## src/design/rvs_pkg.sv

```systemverilog
// Package for the regulator voltage-setting register bank
package rvs_pkg;

    // Register byte addresses
    localparam logic [7:0] RVS_ADDR_LDO_A = 8'hB3;
    localparam logic [7:0] RVS_ADDR_CORE_TWO_B = 8'hB4;
    localparam logic [7:0] RVS_ADDR_CORE_ONE_B = 8'hB5;
    localparam logic [7:0] RVS_ADDR_PROCESSOR_B = 8'hB6;
    localparam int RVS_NUM_REGS = 4;

    // Field positions
    localparam int RVS_SLEEP_BIT = 7;
    localparam int RVS_LDO_CODE_MSB = 5;
    localparam int RVS_BUCK_CODE_MSB = 6;

    // Reset values
    localparam logic [7:0] RVS_RESET_LDO_A = 8'h00;
    localparam logic [7:0] RVS_RESET_CORE_TWO_B = 8'h00;
    localparam logic [7:0] RVS_RESET_CORE_ONE_B = 8'h00;
    localparam logic [7:0] RVS_RESET_PROCESSOR_B = 8'h00;

    // Voltage code scaling, millivolts
    localparam logic [11:0] RVS_LDO_BASE_MV = 12'h0384;
    localparam logic [11:0] RVS_LDO_STEP_MV = 12'h0032;
    localparam logic [11:0] RVS_LDO_MAX_MV = 12'h0E10;
    localparam logic [5:0] RVS_LDO_FLOOR_CODE = 6'h02;
    localparam logic [5:0] RVS_LDO_TOP_CODE = 6'h38;
    localparam logic [11:0] RVS_CORE_BASE_MV = 12'h012C;
    localparam logic [11:0] RVS_PROC_BASE_MV = 12'h0212;
    localparam logic [11:0] RVS_BUCK_STEP_MV = 12'h000A;

    // Mode select meanings
    typedef enum logic {RVS_LDO_HALF_CURRENT = 1'b0, RVS_LDO_SLEEP = 1'b1} rvs_ldo_mode_t;
    typedef enum logic {RVS_BUCK_SYNC = 1'b0, RVS_BUCK_SLEEP = 1'b1} rvs_buck_mode_t;

    typedef struct packed {
        rvs_ldo_mode_t ldo_a_sleep_select;
        logic reserved;
        logic [5:0] ldo_a_voltage_code;
    } rvs_ldo_cfg_t;

    typedef struct packed {
        rvs_buck_mode_t sleep_select;
        logic [6:0] voltage_code;
    } rvs_buck_cfg_t;

endpackage

```

## src/design/rvs_regs.sv

```systemverilog
// Register bank holding the A setting of one LDO and the B settings of three bucks
`timescale 1ns/1ns
`default_nettype none

// Contract
// LDO A-setting bit 7 selects half-current (0) or sleep (1) mode.
// LDO A-setting code bits 5:0, 0.90 V floor, 50 mV steps, 3.60 V top.
// Each buck B-setting bit 7 selects synchronous (0) or sleep (1) mode.
// Core buck B-setting codes bits 6:0, 0.30 V plus 10 mV per step.
// Processor buck B-setting code 7 bits, 0.53 V plus 10 mV per step.
// Buck codes give the PWM mode target voltage applied to the converter.
// Registers keep written values; reads have no side effects; reserved bit reads back.
module rvs_regs
    import rvs_pkg::*;
(
    input wire logic sys_clk,
    input wire logic rst_n,
    input wire logic [7:0] reg_addr,
    input wire logic reg_wr_en,
    input wire logic [7:0] reg_wdata,
    input wire logic reg_rd_en,
    output logic reg_hit,
    output logic [7:0] reg_rdata,
    output logic reg_rd_valid,
    output rvs_ldo_cfg_t ldo_a_cfg,
    output rvs_buck_cfg_t core_two_b_cfg,
    output rvs_buck_cfg_t core_one_b_cfg,
    output rvs_buck_cfg_t processor_b_cfg,
    output logic [11:0] ldo_a_target_mv,
    output logic [11:0] core_two_b_target_mv,
    output logic [11:0] core_one_b_target_mv,
    output logic [11:0] processor_b_target_mv
);

    ////////////////////////////////////////////////////////////////////////////////
    // Reset release through two flops
    // Assert at once, release on the clock so no flop sees a runt recovery edge
    logic [1:0] rst_sync_q;
    logic rst_sys_n;

    always_ff @(posedge sys_clk or negedge rst_n)
    begin
        if (!rst_n)
        begin
            rst_sync_q <= 2'h0;
        end
        else
        begin
            rst_sync_q <= {rst_sync_q[0], 1'b1};
        end
    end

    assign rst_sys_n = rst_sync_q[1];

    ////////////////////////////////////////////////////////////////////////////////
    // Address decode
    localparam logic [7:0] RESET_VALS [RVS_NUM_REGS] = '{
        RVS_RESET_LDO_A, RVS_RESET_CORE_TWO_B, RVS_RESET_CORE_ONE_B, RVS_RESET_PROCESSOR_B
    };
    logic [7:0] idx_full;
    logic [1:0] reg_idx;
    logic [7:0] regs_q [RVS_NUM_REGS];

    assign idx_full = reg_addr - RVS_ADDR_LDO_A;
    assign reg_idx = idx_full[1:0];
    // Only the low index bits are kept, so the hit test must gate every access
    assign reg_hit = (reg_addr >= RVS_ADDR_LDO_A) && (reg_addr <= RVS_ADDR_PROCESSOR_B);

    ////////////////////////////////////////////////////////////////////////////////
    // Storage, all eight bits kept so the reserved bit reads back
    logic [RVS_NUM_REGS-1:0] wr_sel;

    for (genvar i = 0; i < RVS_NUM_REGS; i++)
    begin : g_reg
        assign wr_sel[i] = reg_wr_en && reg_hit && (reg_idx == 2'(i));

        always_ff @(posedge sys_clk or negedge rst_sys_n)
        begin
            if (!rst_sys_n)
            begin
                regs_q[i] <= RESET_VALS[i];
            end
            else if (wr_sel[i])
            begin
                regs_q[i] <= reg_wdata;
            end
        end
    end

    ////////////////////////////////////////////////////////////////////////////////
    // Read port, one cycle latency, no state touched
    // Valid follows every strobe, mapped or not, so a host never waits forever
    always_ff @(posedge sys_clk or negedge rst_sys_n)
    begin
        if (!rst_sys_n)
        begin
            reg_rd_valid <= 1'b0;
        end
        else
        begin
            reg_rd_valid <= reg_rd_en;
        end
    end

    // Data holds between reads; a read beside a write returns the old contents
    always_ff @(posedge sys_clk or negedge rst_sys_n)
    begin
        if (!rst_sys_n)
        begin
            reg_rdata <= 8'h00;
        end
        else if (reg_rd_en)
        begin
            reg_rdata <= reg_hit ? regs_q[reg_idx] : 8'h00;
        end
    end

    ////////////////////////////////////////////////////////////////////////////////
    // Field views for the regulators
    always_comb
    begin
        ldo_a_cfg = rvs_ldo_cfg_t'(regs_q[0]);
        core_two_b_cfg = rvs_buck_cfg_t'(regs_q[1]);
        core_one_b_cfg = rvs_buck_cfg_t'(regs_q[2]);
        processor_b_cfg = rvs_buck_cfg_t'(regs_q[3]);
    end

    ////////////////////////////////////////////////////////////////////////////////
    // Target voltages in millivolts, registered
    logic [5:0] ldo_code;
    logic [11:0] ldo_mv_d;
    logic [11:0] core_two_mv_d;
    logic [11:0] core_one_mv_d;
    logic [11:0] proc_mv_d;
    logic [6:0] core_two_code;
    logic [6:0] core_one_code;
    logic [6:0] proc_code;

    assign ldo_code = regs_q[0][RVS_LDO_CODE_MSB:0];
    assign core_two_code = regs_q[1][RVS_BUCK_CODE_MSB:0];
    assign core_one_code = regs_q[2][RVS_BUCK_CODE_MSB:0];
    assign proc_code = regs_q[3][RVS_BUCK_CODE_MSB:0];

    always_comb
    begin
        // Low codes all clamp to the floor; codes above the top hold the ceiling
        if (ldo_code <= RVS_LDO_FLOOR_CODE)
        begin
            ldo_mv_d = RVS_LDO_BASE_MV;
        end
        else if (ldo_code >= RVS_LDO_TOP_CODE)
        begin
            ldo_mv_d = RVS_LDO_MAX_MV;
        end
        else
        begin
            ldo_mv_d = 12'(RVS_LDO_BASE_MV
                + 12'({6'h00, ldo_code - RVS_LDO_FLOOR_CODE}) * RVS_LDO_STEP_MV);
        end
    end

    always_comb
    begin
        core_two_mv_d = 12'(RVS_CORE_BASE_MV
            + 12'({5'h00, core_two_code}) * RVS_BUCK_STEP_MV);
        core_one_mv_d = 12'(RVS_CORE_BASE_MV
            + 12'({5'h00, core_one_code}) * RVS_BUCK_STEP_MV);
        proc_mv_d = 12'(RVS_PROC_BASE_MV
            + 12'({5'h00, proc_code}) * RVS_BUCK_STEP_MV);
    end

    // Registered so the regulators never see a decode glitch
    always_ff @(posedge sys_clk or negedge rst_sys_n)
    begin
        if (!rst_sys_n)
        begin
            ldo_a_target_mv <= RVS_LDO_BASE_MV;
        end
        else
        begin
            ldo_a_target_mv <= ldo_mv_d;
        end
    end

    // Bucks use these as their PWM set point whatever the sleep bit says
    always_ff @(posedge sys_clk or negedge rst_sys_n)
    begin
        if (!rst_sys_n)
        begin
            core_two_b_target_mv <= RVS_CORE_BASE_MV;
        end
        else
        begin
            core_two_b_target_mv <= core_two_mv_d;
        end
    end

    always_ff @(posedge sys_clk or negedge rst_sys_n)
    begin
        if (!rst_sys_n)
        begin
            core_one_b_target_mv <= RVS_CORE_BASE_MV;
        end
        else
        begin
            core_one_b_target_mv <= core_one_mv_d;
        end
    end

    always_ff @(posedge sys_clk or negedge rst_sys_n)
    begin
        if (!rst_sys_n)
        begin
            processor_b_target_mv <= RVS_PROC_BASE_MV;
        end
        else
        begin
            processor_b_target_mv <= proc_mv_d;
        end
    end

endmodule

`default_nettype wire
```

## config.mk

```make
export PLATFORM = sky130hd
export DESIGN_NAME = rvs_regs
export DESIGN_NICKNAME = d
export VERILOG_FILES = /design/src/design/rvs_pkg.sv /design/src/design/rvs_regs.sv
export SDC_FILE = /design/constraint.sdc
export NUM_CORES = 1
export LEC_CHECK = 0
export CAP_MARGIN = 20
export CORE_AREA = 2 2 113 88
export DETAILED_ROUTE_END_ITERATION = 12
export DIE_AREA = 0 0 115 90
export DONT_BUFFER_PORTS = 1
export MAX_ROUTING_LAYER = met4
export PLACE_DENSITY = 0.69
export SLEW_MARGIN = 0
export SYNTH_ARGS = -nofsm -noshare
export SYNTH_HDL_FRONTEND = slang
export SYNTH_SLANG_ARGS = --single-unit
```

## constraint.sdc

```tcl
create_clock -name sys_clk -period 3.8 [get_ports sys_clk]
set_clock_uncertainty 0.1 [all_clocks]
set_input_delay 0.57 -clock sys_clk [delete_from_list [all_inputs] [get_ports sys_clk]]
set_output_delay 0.57 -clock sys_clk [all_outputs]
set_load 0.05 [all_outputs]
```

After elaboration in Yosys (flattened, before gate mapping)
Index checks and enable logic that the tools add are counted.

Register bits: 91. Bits in latches: 0. Bits in writable memories: 0. ROM bits: 0. Output and inout port bits: 90. Word-level logic and storage cells: 43. Memories kept: 0.

$add $sub $neg: 6. $mul: 4. Divide/modulo/power cells: 0. $lt $le $gt $ge: 5. Equal/unequal tests: 3. Shift-type cells: 0. Muxes and demuxes: 6. Bitwise gates (word level): 1. Reductions and logical operators: 7.

Operators with widths (number): $mul 7x3->10 const B (3); $add 9x11->12 const A (2); $mux 12 (2); $mux 8 (3); $bmux 8 s2 (1); $add 10x11->12 const A (1); $add 10x12->12 const A (1); $mul 6x5->11 const B (1); $ge 8x8->1 const B (1); $le 8x8->1 const B (1); $ge 6x6->1 const B (1); $le 6x2->1 const B (1); $logic_and 1x1->1 (6); $sub 6x2->6 const B (1); $eq 2x2->1 const B (2); $ge 3x3->1 const B (1); $not 2->3 (1); $eq 2x1->1 const B (1); $logic_not 2->1 (1); $sub 2x2->2 const B (1).

Depth between registers and ports, before layout
Depth in word-level cells: 6. Gate-level depth with buffers: 14.

Worst setup path before layout
OpenSTA, ideal clock, no wires.

Path kind: register to register. From: register regs_q, in the netlist ldo_a_cfg[1]. To: register ldo_a_target_mv[11]. Setup time: 150 ps. Arrival time: 3820 ps. Data required time: 3550 ps. Slack: -270 ps. Cell stages (with the launch flop): 14. Buffers on the path: 0. Clock period less this slack: 4070 ps. Cells stage by stage: dfrtp_1 inv_1 ha_1 xor2_1 ha_1 ha_1 ha_1 ha_1 nor2b_1 o31a_1 or4b_1 nand3_1 xor2_1 a21oi_1.

Word-level cells in the longest chain between the ends: 5. Elaborated cells on any way between the ends: 7.

RTL lines: start: declaration (line rvs_regs.sv:62) `logic [7:0] regs_q [RVS_NUM_REGS];`; start signal: indexed assignment (line rvs_regs.sv:81) `regs_q[i] <= RESET_VALS[i];`; start signal: indexed assignment (line rvs_regs.sv:85) `regs_q[i] <= reg_wdata;`; $sub 6x2->6 (line rvs_regs.sv:158) `+ 12'({6'h00, ldo_code - RVS_LDO_FLOOR_CODE}) * RVS_LDO_STEP_MV);`; $mul 6x5->11 (line rvs_regs.sv:158); $add 10x12->12 (line rvs_regs.sv:158); $mux 12 (line rvs_regs.sv:151) `else if (ldo_code >= RVS_LDO_TOP_CODE)`; $mux 12 * (line rvs_regs.sv:147) `if (ldo_code <= RVS_LDO_FLOOR_CODE)`; net ldo_mv_d[11] (line rvs_regs.sv:131) `logic [11:0] ldo_mv_d;`; end signal: assignment (line rvs_regs.sv:181) `ldo_a_target_mv <= ldo_mv_d;`; end: declaration (line rvs_regs.sv:29) `output logic [11:0] ldo_a_target_mv,`.

Mark *: on every way through the listed nets, which the timed path passes. The rest lies on a longest branch. A chain may end at the register's enable or synchronous reset.

Worst setup path after layout
From: register regs_q, in the netlist ldo_a_cfg[2]. To: register ldo_a_target_mv[11].

The elaborated chain is that of the path after synthesis.

==> impl_summary.log <==
[metrics] type of element launching the critical path: flip-flop
[metrics] num ports: 110
[metrics] status: finished clean
[metrics] post-synthesis register bit count: 87
[metrics] peak ir drop on the vdd network: 0.357 mV
[metrics] CTS tree: yes
[metrics] number of nets at the end of the flow: 542
[metrics] final worst-path cycle share: 93.8%
[metrics] share of cells above drive strength 1: 23.1%
[metrics] area fraction of the dominant cell type after synthesis: 36.1%
[metrics] clock-pin slew reported for the worst setup and hold paths after clock tree synthesis: 60 ps
[metrics] Yosys cell types: 45
[metrics] antenna diode count: 0
[metrics] CP Data Required Time: 3880 ps
[metrics] Synth Cell Area: 4990 sq um
[metrics] footprint of the multi-input gates: 2650 sq um
[metrics] leading cell types by total area after synthesis: dfrtp_1 36%, ha_1 15%, dfstp_2 7.9%, mux2_2 6.5%, xor2_1 4.0%
[metrics] placement-stage cell area: 5240 sq um
[metrics] final hold slack: 166 ps
[metrics] proportion of synthesized chip area in sequential cells: 44.0%
[metrics] total of buffers placed on input and output ports: 0
[metrics] endpoints failing hold: 0
[metrics] maximum fanout along the worst path: 5
[metrics] Hold Path Class: primary input to flip-flop
[metrics] cell type with the largest total area after synthesis: dfrtp_1
[metrics] final worst path period need: 3570 ps
[metrics] total non-filler cell area in the finished layout: 5650 sq um
[metrics] Slew Viols, Final: 0
[metrics] routed vias/inst: 5.57
[metrics] hpwl dp: 7.95 mm
[metrics] via count: 3219
[metrics] effective utilization at floorplan: 53.6%
[metrics] Starting DRT DRC Count: 161
[metrics] DIE WIDTH: 115 um
[metrics] latest clock arrival within the worst-skew pair: 330 ps
[metrics] remaining antenna violation count after routing: 0
[metrics] power per cell area: 575 nW/um^2
[metrics] relative contribution of combinational cells to total power: 28.2%
[metrics] Std-Cell Core Area: 9310 sq um
[metrics] count of cells along the worst hold path: 0
[metrics] Mean Syn Cell Area: 11.6 sq um
[metrics] vias in the first global route: 3320
[metrics] worst hold start: reg_rd_en
[metrics] synthesis-to-layout area growth: 13.4%
[metrics] net switching power of the design: 1.17 mW
[metrics] Remaining DRCs: 0
[metrics] Data arrival, critical path: 3650 ps
[metrics] Maximum Capacitance Violations: 0
[metrics] register cell area after layout: 2200 sq um
[metrics] destination of the worst register-to-register timing path: ldo_a_target_mv[11]
[metrics] sum of negative setup slack: 0 ps
[metrics] clk sinks: 87
[metrics] total track usage: 22.2%
[metrics] Max Clock Freq: 0.280 GHz
[metrics] most common cell after layout, fill and taps aside: dfrtp_1
[metrics] die area: 10400 sq um
[metrics] Slew headroom: 47.6%
[metrics] part of the total power dissipated in the clock network: 30.4%
[metrics] wire length of the first global-routing pass: 17.3 mm
[metrics] number of instances in the synthesized netlist: 431
[metrics] Worst Path Class, Setup: flip-flop to flip-flop
[metrics] H-tree depth: 3
[metrics] count of endpoints failing setup in the final report: 0
[metrics] utilization after layout: 60.7%
[metrics] number of cells on the worst reg-to-reg path: 13
[metrics] cell row count: 31
[metrics] slew at the pin closest to its max-slew limit: 779 ps
[metrics] commonest cells after routing, fill and taps aside: 68 x dfrtp_1, 58 x ha_1, 43 x inv_1, 29 x mux2_2
[metrics] average wire per standard cell: 18.3 um
[metrics] router iterations before antenna repair: 4
[metrics] Max clock buf depth: 2
[metrics] Leakage: 2.79 nW
[metrics] FF-to-FF Start: ldo_a_cfg[2]
[metrics] wire length after detailed routing: 10.6 mm
[metrics] Worst Setup End Kind: flip-flop
[metrics] antenna violations before repair: 0
[metrics] Placer Congestion: 0.870
[metrics] Power Internal: 2.08 mW
[metrics] total overflow reported by the global router: 0
[metrics] share of total power in sequential cells: 41.4%
[metrics] clock buffers created by TritonCTS: 9
[metrics] number of filler instances in the final layout: 780
[metrics] Synth warnings: 0
[metrics] Endpoint, Worst Hold: reg_rd_valid
[metrics] height of the die: 90 um
[metrics] Switching Fraction: 36.0%
[metrics] maximum number of pins on one net before global-route repair: 55
[metrics] setup slack of the worst register-to-register path: 230 ps
[metrics] clock root buffer: clkbuf_16
## cell families (layout without fill, tap and decap cells)
| logic type | count (synthesis) | after routing | synth area share (%) |
|---|---|---|---|
| other cells | 2 | 7 | 0.151 |
| compound gates | 63 | 63 | 7.40 |
| fa+ha+maj | 64 | 64 | 16.7 |
| mux | 42 | 42 | 11.2 |
| buf+inv | 53 | 80 | 4.44 |
| xor+xnor | 43 | 43 | 7.55 |
| flops | 87 | 87 | 44.0 |
| simple gates | 77 | 77 | 8.51 |
## cell usage after synthesis (all sizes together)
cell    instances
nor4            1
conb            2
inv            44
xor2           23
buf             7
clkbuf          2
o21a            4
nor2           16
a21oi          23
dfstp          15
nor3b           2
nor2b           6
o211ai          2
nor3            6
o31a            1
and3            5
dfrtp          72
o22ai           3
nand2          13
a21o            7
mux2           32
and2            2
o21ai          20
nand2b          6
or4b            1
nand4           2
and4            1
or3             1
ha             60
mux4            8
nand3          14
a22oi           2
xnor2          20
mux2i           2
nand3b          1
a32o            1
fa              4
## stage by stage
| stage | std cells | setup slack [ps] | power (mW) |
|---|---|---|---|
| after floorplan | 436 | 50.5 | 2.08 |
| after global placement | 560 | 159 | 2.25 |
| after detailed placement | 560 | 106 | 2.25 |
| after CTS | 577 | 87.9 | 3.26 |
| after global routing | 578 | -64.7 | 3.47 |
| final | 578 | 235 | 3.25 |
## power groups by stage
stage               clock network [mW]  registers [mW]  logic, mW
detailed placement                   0            1.36      0.885
finish                           0.990            1.35      0.916
CTS                               1.02            1.35      0.894
floorplan                            0            1.37      0.704
global route                      1.06            1.36       1.05
global placement                     0            1.36      0.884
## worst max-delay path by stage
stage | slack, ps | cells after the start | startpoint | endpoint
6_report | 230 | 13 | ldo_a_cfg[2] | ldo_a_target_mv[11]
3_3_place_gp | 160 | 13 | ldo_a_cfg[2] | ldo_a_target_mv[11]
4_1_cts | 90 | 13 | ldo_a_cfg[2] | ldo_a_target_mv[11]
3_5_place_dp | 110 | 13 | ldo_a_cfg[2] | ldo_a_target_mv[11]
2_1_floorplan | 50 | 13 | ldo_a_cfg[1] | ldo_a_target_mv[11]
5_1_grt | -60 | 13 | ldo_a_cfg[2] | ldo_a_target_mv[11]
## layer usage
metal	global-route usage, %	part of all wire, %
met5	-	0
met2	32.7	45
met4	5.52	1.3
met3	7.08	6.9
met1	30.1	47
## sequential cells by signal, indices dropped and copies added, names as in the netlist
name / cells
core_two_b_cfg: 8
core_one_b_cfg: 8
ldo_a_target_mv: 11
processor_b_target_mv: 11
core_two_b_target_mv: 11
core_one_b_target_mv: 11
reg_rd_valid: 1
ldo_a_cfg: 8
reg_rdata: 8
rst_sync_q: 2
processor_b_cfg: 8
## critical path: stages, from the launching register on
cell	delay (ps)
dfrtp_2	450
nor3_2	290
xnor2_2	190
inv_1	110
ha_1	290
ha_1	290
ha_1	300
ha_1	360
o21a_1	120
o31a_1	110
or4b_1	470
nand3_1	110
xor2_1	140
a21oi_1	80
## what timing repair did
item,4_1_cts,5_1_grt
hold buffers,1,0
buffers inserted,0,1
resized for setup,0,8
endpoints found under the hold margin,2,0
setup endpoints to repair,0,2
## layout make-up
class | count | share of cell area (%)
multi-input combinational | 296 | 46.9
sequential | 87 | 39.0
clock buffer | 10 | 4.05
inverter | 44 | 2.92
timing repair buffer | 20 | 2.70
tap | 115 | 2.54
clock inverter | 6 | 1.93
No activity file was read; power rests on OpenSTA's default activity.
